File: src/hdl/csp_defines.vh
// constants of the two-channel clocked serial port
// assumes byte-wide register strobes from the host processor core
`ifndef CSP_DEFINES_VH
`define CSP_DEFINES_VH

// register byte addresses
`define CSP_MODE_CH0_ADDR 16'hFF80
`define CSP_MODE_CH1_ADDR 16'hFF88
`define CSP_OFS_CLKSEL    16'h0001
`define CSP_OFS_SHIFT     16'h0002
`define CSP_OFS_TXBUF     16'h0003

// mode control register fields
`define CSP_MODE_EN_BIT   7
`define CSP_MODE_TRX_BIT  6
`define CSP_MODE_SSE_BIT  5
`define CSP_MODE_DIR_BIT  4
`define CSP_MODE_ACT_BIT  0

// clock select register fields
`define CSP_CLK_CKP_BIT   4
`define CSP_CLK_DAP_BIT   3
`define CSP_CLK_CKS_HI    2
`define CSP_CLK_CKS_LO    0

// reset values and codes
`define CSP_MODE_RST      8'h00
`define CSP_CLKSEL_RST    8'h00
`define CSP_CKS_SLAVE     3'h7
`define CSP_BITS_LAST     4'h7
`define CSP_BITS_FULL     4'h8
`define CSP_EDGES_LAST    4'hF

`endif

File: src/hdl/csp_fifo.v
// small synchronous fifo with valid/ready on both sides
// assumes one clock; read data follow the read pointer
`timescale 1ns/1ps
module csp_fifo #(
  parameter W  = 8,
  parameter D  = 4,
  parameter AW = 2
) (
  input  wire          clk,
  input  wire          rst_b,
  input  wire [W-1:0]  in_data,
  input  wire          in_valid,
  output wire          in_ready,
  output wire [W-1:0]  out_data,
  output wire          out_valid,
  input  wire          out_ready
);
  localparam [AW:0] DEPTH_W = D;

  reg  [W-1:0]  mem [0:D-1];
  reg  [AW-1:0] wp_reg;
  reg  [AW-1:0] rp_reg;
  reg  [AW:0]   cnt_reg;
  reg  [AW:0]   cnt_next;
  reg           ready_reg;
  reg           valid_reg;
  wire          push;
  wire          pop;

  assign push      = in_valid & ready_reg;
  assign pop       = out_ready & valid_reg;
  assign in_ready  = ready_reg;
  assign out_valid = valid_reg;
  assign out_data  = mem[rp_reg];

  // occupancy; full and empty kept as flops so in_ready and out_valid are clean
  always @* begin
    cnt_next = cnt_reg;
    if (push & ~pop)
      cnt_next = cnt_reg + {{AW{1'b0}}, 1'b1};
    else if (pop & ~push)
      cnt_next = cnt_reg - {{AW{1'b0}}, 1'b1};
  end

  always @(posedge clk or negedge rst_b) begin
    if (!rst_b) begin
      wp_reg    <= {AW{1'b0}};
      rp_reg    <= {AW{1'b0}};
      cnt_reg   <= {(AW+1){1'b0}};
      ready_reg <= 1'b1;
      valid_reg <= 1'b0;
    end else begin
      if (push)
        wp_reg <= wp_reg + {{(AW-1){1'b0}}, 1'b1};
      if (pop)
        rp_reg <= rp_reg + {{(AW-1){1'b0}}, 1'b1};
      cnt_reg   <= cnt_next;
      ready_reg <= (cnt_next != DEPTH_W);
      valid_reg <= (cnt_next != {(AW+1){1'b0}});
    end
  end

  // storage has no reset; only written words are ever read
  always @(posedge clk) begin
    if (push)
      mem[wp_reg] <= in_data;
  end
endmodule

File: src/hdl/csp_top.v
// two-channel 8-bit clocked serial port with byte-wide registers
// assumes synchronous pins and a host that obeys the busy flag
`timescale 1ns/1ps
`include "csp_defines.vh"
module csp_top #(
  parameter FIFO_DEPTH = 4,
  parameter FIFO_AW    = 2
) (
  input  wire        clk,
  input  wire        rst_b,
  input  wire [15:0] addr,
  input  wire [7:0]  wdata,
  input  wire        wr,
  input  wire        rd,
  output reg  [7:0]  rdata,
  input  wire [1:0]  sck_in,
  input  wire [1:0]  si_in,
  input  wire        ss_in_b,
  output wire [1:0]  sck_o,
  output wire [1:0]  sck_oe,
  output wire [1:0]  so_o,
  output wire [1:0]  so_oe,
  output wire [1:0]  done_flag,
  input  wire [1:0]  done_clr,
  output wire [1:0]  tx_ready
);
  localparam [1:0] ST_IDLE = 2'b01;
  localparam [1:0] ST_RUN  = 2'b10;

  reg  [6:0]  pre_reg;
  wire [15:0] mode_v;
  wire [15:0] clk_v;
  wire [15:0] sh_v;

  // free prescaler shared by both channels
  // one shared count keeps both channels' ticks on the same phase
  // divider base count
  always @(posedge clk or negedge rst_b) begin
    if (!rst_b)
      pre_reg <= 7'h00;
    else
      pre_reg <= pre_reg + 7'h01;
  end

  genvar i;
  generate
    for (i = 0; i < 2; i = i + 1) begin : ch
      localparam [15:0] BASE = (i == 1) ? `CSP_MODE_CH1_ADDR
                                        : `CSP_MODE_CH0_ADDR;
      reg        en_reg;
      reg        trx_reg;
      reg        sse_reg;
      reg        dir_reg;
      reg        ckp_reg;
      reg        dap_reg;
      reg  [2:0] cks_reg;
      reg  [1:0] st_reg;
      reg  [7:0] sh_reg;
      reg  [3:0] bit_reg;
      reg  [3:0] edg_reg;
      reg        so_reg;
      reg        sck_reg;
      reg        prev_reg;
      reg        pend_reg;
      reg        done_reg;
      reg        sckoe_reg;
      reg        sooe_reg;
      wire       ch_rst_b;
      wire       slave;
      wire       hold;
      wire       idle_lvl;
      wire [6:0] mask;
      wire       tick;
      wire       run;
      wire       lead;
      wire       trail;
      wire       samp;
      wire       shout;
      wire       fin;
      wire       f_valid;
      wire [7:0] f_data;
      wire       start_tx;
      wire       start_rx;
      wire       out_bit;
      wire       first_bit;

      // channel reset path
      // clearing enable resets the shifter side without a clock
      assign ch_rst_b = rst_b & en_reg;
      assign slave    = (cks_reg == `CSP_CKS_SLAVE);
      // a held frame keeps its counters, so bits shifted before a deselect are kept
      // select gating
      assign hold     = (i == 1) & sse_reg & slave & ss_in_b;
      // idle level
      // polarity 0 idles the clock high, so type one after reset
      assign idle_lvl = ~ckp_reg;
      // power of two
      // a tick every 2^cks cycles gives a clock period of 2^(cks+1)
      assign mask     = ~(7'h7F << cks_reg);
      assign tick     = ((pre_reg & mask) == mask) & ~slave;
      assign run      = st_reg[1] & ~hold;
      // edges that arrive while held are dropped, never queued
      // suspend on select
      assign lead  = run & (slave ? (sck_in[i] != idle_lvl &&
                                     prev_reg == idle_lvl)
                                  : (tick && sck_reg == idle_lvl));
      assign trail = run & (slave ? (sck_in[i] == idle_lvl &&
                                     prev_reg != idle_lvl)
                                  : (tick && sck_reg != idle_lvl));
      assign samp  = dap_reg ? lead : trail;
      assign shout = dap_reg ? trail : lead;
      // end of frame
      // master finishes on its sixteenth edge so the clock ends idle
      assign fin   = slave ? (samp && bit_reg == `CSP_BITS_LAST)
                           : (run && tick && edg_reg == `CSP_EDGES_LAST);
      assign out_bit   = dir_reg ? sh_reg[0] : sh_reg[7];
      assign first_bit = dir_reg ? f_data[0] : f_data[7];
      assign start_tx = st_reg[0] & en_reg & trx_reg & f_valid & ~hold;
      assign start_rx = st_reg[0] & en_reg & ~trx_reg & pend_reg & ~hold;

      // buffer writes queue here until the channel is free
      csp_fifo #(
        .W  (8),
        .D  (FIFO_DEPTH),
        .AW (FIFO_AW)
      ) u_txq (
        .clk       (clk),
        .rst_b     (rst_b),
        .in_data   (wdata),
        .in_valid  (wr && addr == BASE + `CSP_OFS_TXBUF),
        .in_ready  (tx_ready[i]),
        .out_data  (f_data),
        .out_valid (f_valid),
        .out_ready (start_tx)
      );

      // control reset
      // control and clock select registers
      always @(posedge clk or negedge rst_b) begin
        if (!rst_b) begin
          en_reg  <= 1'b0;
          trx_reg <= 1'b0;
          sse_reg <= 1'b0;
          dir_reg <= 1'b0;
          ckp_reg <= 1'b0;
          dap_reg <= 1'b0;
          cks_reg <= 3'h0;
        end else begin
          if (wr && addr == BASE) begin
            en_reg  <= wdata[`CSP_MODE_EN_BIT];
            trx_reg <= wdata[`CSP_MODE_TRX_BIT];
            sse_reg <= (i == 1) & wdata[`CSP_MODE_SSE_BIT];
            dir_reg <= wdata[`CSP_MODE_DIR_BIT];
          end
          if (wr && addr == BASE + `CSP_OFS_CLKSEL) begin
            ckp_reg <= wdata[`CSP_CLK_CKP_BIT];
            dap_reg <= wdata[`CSP_CLK_DAP_BIT];
            cks_reg <= wdata[`CSP_CLK_CKS_HI:`CSP_CLK_CKS_LO];
          end
        end
      end

      always @(posedge clk or negedge ch_rst_b) begin
        if (!ch_rst_b) begin
          st_reg   <= ST_IDLE;
          sh_reg   <= 8'h00;
          bit_reg  <= 4'h0;
          edg_reg  <= 4'h0;
          so_reg   <= 1'b0;
          sck_reg  <= 1'b1;
          pend_reg <= 1'b0;
        end else begin
          // a shifter read with tx/rx select at 1 arms nothing
          if (rd && addr == BASE + `CSP_OFS_SHIFT && !trx_reg)
            pend_reg <= 1'b1;
          else if (start_rx)
            pend_reg <= 1'b0;
          case (st_reg)
            ST_IDLE: begin
              sck_reg <= idle_lvl;
              if (~trx_reg)
                so_reg <= 1'b0;
              if (start_tx | start_rx) begin
                st_reg  <= ST_RUN;
                bit_reg <= 4'h0;
                edg_reg <= 4'h0;
                if (start_tx)
                  sh_reg <= f_data;
                // first bit goes out at once for the late phase
                if (dap_reg)
                  so_reg <= trx_reg & first_bit;
              end
            end
            ST_RUN: begin
              if (tick && !hold) begin
                sck_reg <= ~sck_reg;
                edg_reg <= edg_reg + 4'h1;
              end
              if (samp) begin
                bit_reg <= bit_reg + 4'h1;
                sh_reg  <= dir_reg ? {si_in[i], sh_reg[7:1]}
                                   : {sh_reg[6:0], si_in[i]};
              end
              if (shout && bit_reg != `CSP_BITS_FULL)
                so_reg <= trx_reg & out_bit;
              if (fin)
                st_reg <= ST_IDLE;
            end
            default: st_reg <= ST_IDLE;
          endcase
        end
      end

      // slave clock history, pin enables and completion flag
      always @(posedge clk or negedge rst_b) begin
        if (!rst_b) begin
          prev_reg  <= 1'b1;
          done_reg  <= 1'b0;
          sckoe_reg <= 1'b0;
          sooe_reg  <= 1'b0;
        end else begin
          prev_reg  <= sck_in[i];
          // done flag, set wins over clear
          done_reg  <= (fin & st_reg[1]) | (done_reg & ~done_clr[i]);
          sckoe_reg <= en_reg & ~slave;
          sooe_reg  <= en_reg & trx_reg;
        end
      end

      assign sck_o[i]     = sck_reg;
      assign sck_oe[i]    = sckoe_reg;
      assign so_o[i]      = so_reg;
      assign so_oe[i]     = sooe_reg;
      assign done_flag[i] = done_reg;
      assign mode_v[8*i+7:8*i] = {en_reg, trx_reg, sse_reg, dir_reg,
                                  3'h0, st_reg[1]};
      assign clk_v[8*i+7:8*i]  = {3'h0, ckp_reg, dap_reg, cks_reg};
      assign sh_v[8*i+7:8*i]   = sh_reg;
    end
  endgenerate

  // registered read data; unmapped addresses return zero
  // the shifter read arms reception inside the channel, not here
  always @(posedge clk or negedge rst_b) begin
    if (!rst_b)
      rdata <= 8'h00;
    else if (rd) begin
      case (addr)
        `CSP_MODE_CH0_ADDR:                   rdata <= mode_v[7:0];
        `CSP_MODE_CH0_ADDR + `CSP_OFS_CLKSEL: rdata <= clk_v[7:0];
        `CSP_MODE_CH0_ADDR + `CSP_OFS_SHIFT:  rdata <= sh_v[7:0];
        `CSP_MODE_CH1_ADDR:                   rdata <= mode_v[15:8];
        `CSP_MODE_CH1_ADDR + `CSP_OFS_CLKSEL: rdata <= clk_v[15:8];
        `CSP_MODE_CH1_ADDR + `CSP_OFS_SHIFT:  rdata <= sh_v[15:8];
        default:                              rdata <= 8'h00;
      endcase
    end
  end
endmodule

File: config.mk
export PLATFORM = sky130hd
export DESIGN_NAME = csp_top
export DESIGN_NICKNAME = d
export VERILOG_FILES = /design/src/hdl/csp_fifo.v /design/src/hdl/csp_top.v
export VERILOG_INCLUDE_DIRS = /design/src /design/src/hdl
export SDC_FILE = /design/constraint.sdc
export NUM_CORES = 1
export LEC_CHECK = 0
export ABC_CLOCK_PERIOD_IN_PS = 1190
export BUFFER_PORTS_ARGS = -buffer_cell sky130_fd_sc_hd__buf_2
export CELL_PAD_IN_SITES_DETAIL_PLACEMENT = 1
export CELL_PAD_IN_SITES_GLOBAL_PLACEMENT = 1
export CORE_MARGIN = 2
export CORE_UTILIZATION = 52
export CTS_BUF_LIST = sky130_fd_sc_hd__clkbuf_8
export CTS_CLUSTER_DIAMETER = 100
export CTS_CLUSTER_SIZE = 14
export DETAILED_ROUTE_END_ITERATION = 12
export GPL_TIMING_DRIVEN = 0
export PLACE_DENSITY = 0.87
export SYNTH_ARGS = -nofsm -noshare
export SYNTH_HDL_FRONTEND = slang
export SYNTH_SLANG_ARGS = --single-unit
File: constraint.sdc
create_clock -name clk -period 1.19 [get_ports clk]
set_input_delay 0.0595 -clock clk [delete_from_list [all_inputs] [get_ports clk]]
set_output_delay 0.0595 -clock clk [all_outputs]
set_load 0.02 [all_outputs]
* Word level (Yosys, flattened, before mapping)
Memories as Yosys holds them, arrays and structs flattened.
Index checks and enable logic that the tools add are counted.
** Operators by class
- Reductions and logical operators :: 48
- Eq/ne operators :: 48
- Multiplexer cells :: 67
- Shifts and indexed selects :: 2
- Bitwise logic cells :: 66
- Add/sub/neg operators :: 13
** Operators by type and width (count)
- $eq 16x16->1 const B :: 8
- $mux 8 :: 8
- $pmux 8 s6 :: 1
- $and 1x1->1 :: 43
- $mux 1 :: 32
- $pmux 4 s2 :: 4
- $pmux 8 s2 :: 2
- $logic_and 1x1->1 :: 27
- $mux 4 :: 6
- $ne 2x2->1 const B :: 12
- $add 4x1->4 const B :: 4
- $not 1->1 :: 15
- $and 7x7->7 :: 2
- $eq 7x7->1 :: 2
- $not 7->7 :: 2
- $shl 7x3->7 const A :: 2
- $mux 3 :: 4
- $reduce_and 2->1 :: 6
- $reduce_and 3->1 :: 4
- $add 2x1->2 const B :: 4
- $eq 4x3->1 const B :: 2
- $eq 4x4->1 const B :: 2
- $mux 2 :: 4
- $ne 4x4->1 const B :: 2
- other kinds (16) :: 46
** Word-level totals
- Memories kept :: 2
- Memory bits (writable) :: 64
- Register bits after elaboration :: 100
- Output and inout port bits :: 20
** Memories
- ch[0].u_txq.mem :: words 4, bits a word 8, read ports 1, clocked after Yosys merged registers in 0, wr ports 1, RTL line csp_fifo.v:20 : reg [W-1:0] mem [0:D-1];
- ch[1].u_txq.mem :: words 4, bits a word 8, read ports 1, clocked after Yosys merged registers in 0, wr ports 1, RTL line csp_fifo.v:20

* Logic depth before layout (Yosys ltp)
- Word-level depth :: 13
- Gate-level depth with buffers :: 8
- Depth with buffers taken out :: 8

* By module
From an unflattened synthesis, not the netlist that was laid out.
** Unflattened totals
- Cell total of the unflattened synthesis :: 650
- Area, all modules :: 8125.3 um^2
** Modules (own cells, without submodules)
- csp_top :: cells each 469, area an instance 4757.1 um^2, times used 1
- csp_fifo (ch[1].u_txq) :: cells each 92, area an instance 1691.6 um^2, times used 1
- csp_fifo (ch[0].u_txq) :: cells each 89, area an instance 1676.6 um^2, times used 1

* Worst setup path after synthesis
OpenSTA, ideal clock, no wires.
- Kind :: reg2reg
- From :: register ch[1].cks_reg[2]
- To :: register ch[1].sh_reg[0]
- Required time :: 1.065 ns
- Slack :: -0.865 ns
- Buffers on the path :: 2
- Arrival :: 1.930 ns
- Stages on the path, launching flop included :: 9
- Cell sequence :: dfrtp_1 buf_2 nor2b_1 o221ai_2 nand3_2 a221oi_4 a31o_2 buf_6 mux2_2
** On the way
- Cells in the longest elaborated chain, start to end :: 11
- Elaborated cells between the ends (all ways) :: 25
- Those cells by class :: eq/ne (5); shift (1); mux (3); bitwise (13); reduce/logical (3)
** RTL lines
- from (decl) :: RTL line csp_top.v:56 : reg [2:0] cks_reg;
- from (signal assigned) :: RTL line csp_top.v:158 : cks_reg <= wdata[`CSP_CLK_CKS_HI:`CSP_CLK_CKS_LO];
- $shl 7x3->7 :: RTL line csp_top.v:99 : assign mask = ~(7'h7F << cks_reg);
- $not 7->7 :: RTL line csp_top.v:99
- $and 7x7->7 :: RTL line csp_top.v:100 : assign tick = ((pre_reg & mask) == mask) & ~slave;
- $eq 7x7->1 :: RTL line csp_top.v:100
- $and 1x1->1 :: RTL line csp_top.v:100
- $logic_and 1x1->1 (on tied branches) :: RTL line csp_top.v:109, csp_top.v:106
- $mux 1 (on tied branches) :: RTL line csp_top.v:107, csp_top.v:104
- $and 1x1->1 (on tied branches) :: RTL line csp_top.v:107, csp_top.v:104
- $mux 1 :: RTL line csp_top.v:110 : assign samp = dap_reg ? lead : trail;
- $ne 2x2->1 (no source line)
- $reduce_and 4->1 (no source line) *
- to (signal assigned) :: RTL line csp_top.v:188 : sh_reg <= f_data;
- to (signal assigned) :: RTL line csp_top.v:201 : sh_reg <= dir_reg ? {si_in[i], sh_reg[7:1]}
- to (decl) :: RTL line csp_top.v:58 : reg [7:0] sh_reg;
Mark *: on every way between the ends. The rest lies on a longest branch, timed or not.
A chain may end at the register's enable or synchronous reset.

* Final worst setup path
- From :: register ch[0].bit_reg[1]
- To :: register ch[0].so_reg
** On the way
- Cells in the longest elaborated chain, start to end :: 4
** RTL lines
- from (decl) :: RTL line csp_top.v:59 : reg [3:0] bit_reg;
- from (signal assigned) :: RTL line csp_top.v:200 : bit_reg <= bit_reg + 4'h1;
- $ne 4x4->1 (no source line)
- $logic_and 1x1->1 (no source line)
- $ne 2x2->1 (no source line)
- $reduce_and 2->1 (no source line)
- to (signal assigned) :: RTL line csp_top.v:191 : so_reg <= trx_reg & first_bit;
- to (signal assigned) :: RTL line csp_top.v:205 : so_reg <= trx_reg & out_bit;
- to (decl) :: RTL line csp_top.v:61 : reg so_reg;
Every way passes these cells.

==> reports/results.ini <==
[run_status]
run_status = complete, but fails checks
failed_checks = hold timing, setup timing

[timing]
count_of_endpoints_failing_hold_in_the_final_timing_report = 53
post-route-worst-setup-slack_ns = -1.28
clock.fmax_mhz = 406
layout_min_cycle_time_ns = 2.47
rsz0062_at_grt = true
timing.clock.skew_ns = 0.0289
report.final.slew_viol_count = 0
worstMarginPinSlew_ns = 0.940
accumulated_negative_setup_slack_ns = -82.95
post-route-period-util_pct = 207
hold_slack_ns = -0.331
final-setup-viol-count = 163
timing.max_slew.rel_slack_pct = 37.3

[clock_network]
clockRootBuffer = sky130_fd_sc_hd__clkbuf_8
htree_levels = 4
tritoncts.num_buffers = 17
max_buffers_root_to_sink = 2
worst_skew_pair.late_latency_ns = 0.52
cts-hold-fix-buffers = 13
cts.sink_count = 163
worst_setup_hold_path_clk_slew_ns = 0.10
tritoncts = done

[finish]
final-seq-area_mm2 = 0.00443
layout.filler_cells = 1337
multi_input_area_mm2 = 0.00455
fin_cells = 1075
drive_above_1_share_pct = 53.2
fin_util_pct = 76.0
largest_register_ffs = 64
num-nets-final = 902
area.growth.synth_to_final_pct = 42.2

[worst_setup_path]
critical_path.slowest_cell = sky130_fd_sc_hd__o21ai_0
worst-endpoint-arrival_ns = 2.89
start_kind = flip-flop
setup.worst_path.start = ch[0].bit_reg[1]
required_ns = 1.61
timing.reg2reg.setup_slack_ns = -1.28
critical_path_peak_fanout = 3
worst_setup_path_end_kind = flip-flop
crit_end = ch[0].so_reg
worstPathCellList = inv_1, ha_1, nand2_1, o21ai_0, nor2_1, o2bb2ai_1, a21oi_1, mux2i_1
r2r-start = ch[0].bit_reg[1]
timing.setup.critical_path_class = flip-flop to flip-flop
timing.critical_path.slowest_cell_delay_ns = 0.50
timing.reg2reg.worst_path_depth = 8
worst_r2r_dst = ch[0].so_reg

[global_routing]
grt_first_pass_wirelength_mm = 45.6
grt_max_degree = 60
groute.usage.overall_pct = 37.5
gr-total-overflow = 0
grt_antenna_before_repair = 2
vias_in_the_first_global_route = 7332

[die]
die_height_um = 129
die-area_mm2 = 0.0167
design.core.area_mm2 = 0.0153
design.portCount = 55
dieWidth_um = 129
fp-row-count = 45
initial_utilization_pct = 53.4

[job]
max_cap_viol_count = 0

[pwr]
max-vdd-ir-drop_v = 0.00108
fin_total_pwr_mw = 11.3
powerDensity_mw_per_mm2 = 972
static-leakage-power_nw = 4.83

[logic_synthesis]
yosys_warnings = 0
syn-mean-instance-area_um2 = 12.4
synthFlopType = sky130_fd_sc_hd__dfrtp_1
post_synth_main_area_contributors = sky130_fd_sc_hd__dfrtp_1, sky130_fd_sc_hd__edfxtp_1, sky130_fd_sc_hd__mux2_2, sky130_fd_sc_hd__mux4_2, sky130_fd_sc_hd__mux2i_1
synth_area_mm2 = 0.00815
ys_async_sr_fraction_pct = 60.7
synth_largest_area_cell = sky130_fd_sc_hd__dfrtp_1
synth_seq_area_share_pct = 54.1
unique_masters_post_synth = 72
synth-edff-count = 64
net_count_after_synthesis = 711
number_of_register_bits_inferred_by_synthesis = 163
share_of_yosys_cell_area_claimed_by_the_top_area_cell_type_pct = 27.9
syn-instance-count = 657

[route]
dr_total_vias = 7870
vias_per_cell = 7.32
drt_wl_cell_um = 40.6
iteration_0_drc_markers = 1361
post-route-drc-count = 0
drt_first_pass_iters = 5
postRouteAntennaNets = 0
routed_wirelength_mm = 43.6

[min_path]
timing.hold.worst.class = input pin to asynchronous set/reset pin

[placed_design]
dp.cells = 922
gpl.final_weighted_congestion = 0.888
port-buffer-count = 54
hpwlAfterDp_mm = 15.6

[synthesized netlist by cell type (6+ instances only)]
library cell               number
sky130_fd_sc_hd__nor3_1         7
sky130_fd_sc_hd__and2_1        18
sky130_fd_sc_hd__inv_1         26
sky130_fd_sc_hd__o21ai_0       20
sky130_fd_sc_hd__dfrtp_1       91
sky130_fd_sc_hd__edfxtp_1      64
sky130_fd_sc_hd__nand4_1        8
sky130_fd_sc_hd__xnor2_1       19
sky130_fd_sc_hd__nand2b_1      12
sky130_fd_sc_hd__and3_1        10
sky130_fd_sc_hd__mux4_2        18
sky130_fd_sc_hd__nand2_1       48
sky130_fd_sc_hd__a21oi_1       31
sky130_fd_sc_hd__and4_1         6
sky130_fd_sc_hd__nor2b_1       10
sky130_fd_sc_hd__clkbuf_1      12
sky130_fd_sc_hd__ha_1          19
sky130_fd_sc_hd__nand3_1       22
sky130_fd_sc_hd__buf_4         12
sky130_fd_sc_hd__nor2_1        33
sky130_fd_sc_hd__mux2i_1       33
sky130_fd_sc_hd__dfstp_2        8
sky130_fd_sc_hd__mux2_2        40
[what timing repair did]
action / 4_1_cts / 5_1_grt
pin swaps: 45 / 49
buffers inserted: 69 / 52
hold endpoints to repair: 127 / 53
endpoints found under the setup margin: 191 / 161
gates resized for setup: 136 / 127
[final cells by class]
class                      instances  area share [%]
clock inverter                    14            1.41
multi-input combinational        432            39.3
antenna                            3          0.0647
inverter                          26           0.842
tap                              211            2.28
buffer                            28            2.68
timing repair buffer             180            13.1
sequential                       163            38.2
clock buffer                      18            2.14
[worst max-delay path: cells and delay by family, from the launching register on]
kind | cells | cell delay (ns)
fa+ha+maj | 1 | 0.31
flops | 1 | 0.45
simple gates | 2 | 0.25
buf+inv | 1 | 0.19
compound gates | 3 | 0.92
mux | 1 | 0.26
[layer usage]
metal | share of wire, % | global-route usage, %
met5 | 0 | 0
met4 | 10 | 21.2
met3 | 12 | 7.47
met2 | 45 | 63.2
met1 | 33 | 45.3
[cells in the final DEF, fill, tap and decap left out, types with 18 or more instances in the layout]
cell and count:
sky130_fd_sc_hd__inv_1 29, sky130_fd_sc_hd__dfrtp_1 75, sky130_fd_sc_hd__edfxtp_1 64, sky130_fd_sc_hd__mux2_4 26, sky130_fd_sc_hd__nor2_1 27, sky130_fd_sc_hd__nand2_1 26
sky130_fd_sc_hd__mux4_2 18, sky130_fd_sc_hd__buf_2 40, sky130_fd_sc_hd__buf_4 82, sky130_fd_sc_hd__ha_1 18, sky130_fd_sc_hd__mux2i_1 28, sky130_fd_sc_hd__clkbuf_8 22
sky130_fd_sc_hd__a21oi_1 27, sky130_fd_sc_hd__buf_6 51
[per-stage QoR]
step	hold WS [ns]	setup WS (ns)	area (um^2)
final	-0.331	-1.28	11600
after global routing	-0.272	-1.40	11600
after CTS	-0.311	-0.887	10700
after detailed placement	0.183	-1.15	9070
after global placement	0.181	-1.06	9070
after floorplan	-0.236	-0.861	8540
[worst min path at each step]
stage,from,end,slack [ns],cells after the start
final,rst_b,ch[0].u_txq.wp_reg[1],-0.33,1
after global routing,rst_b,ch[0].u_txq.cnt_reg[0],-0.27,1
after CTS,rst_b,ch[0].u_txq.wp_reg[0],-0.31,1
after detailed placement,sck_in[0],ch[0].prev_reg,0.18,1
after global placement,sck_in[0],ch[0].prev_reg,0.18,1
after floorplan,rst_b,ch[0].ckp_reg,-0.24,0
[where the power goes]
group / switching [mW] / internal (mW) / total [mW]
combinational: 0.420 / 0.185 / 0.605
sequential: 0.0412 / 5.87 / 5.91
clock: 2.63 / 2.13 / 4.76
[logic make-up (layout without fill, tap and decap cells)]
| logic type | Yosys count | after routing | synth area share [%] |
|---|---|---|---|
| compound gates | 101 | 101 | 8.98 |
| fa+ha+maj | 21 | 21 | 3.16 |
| xor+xnor | 25 | 25 | 2.87 |
| other cells | 0 | 3 | 0 |
| buf+inv | 62 | 266 | 3.59 |
| mux | 91 | 91 | 14.5 |
| simple gates | 194 | 194 | 12.8 |
| flops | 163 | 163 | 54.1 |
Note: power is estimated with default switching activity, not from simulation.
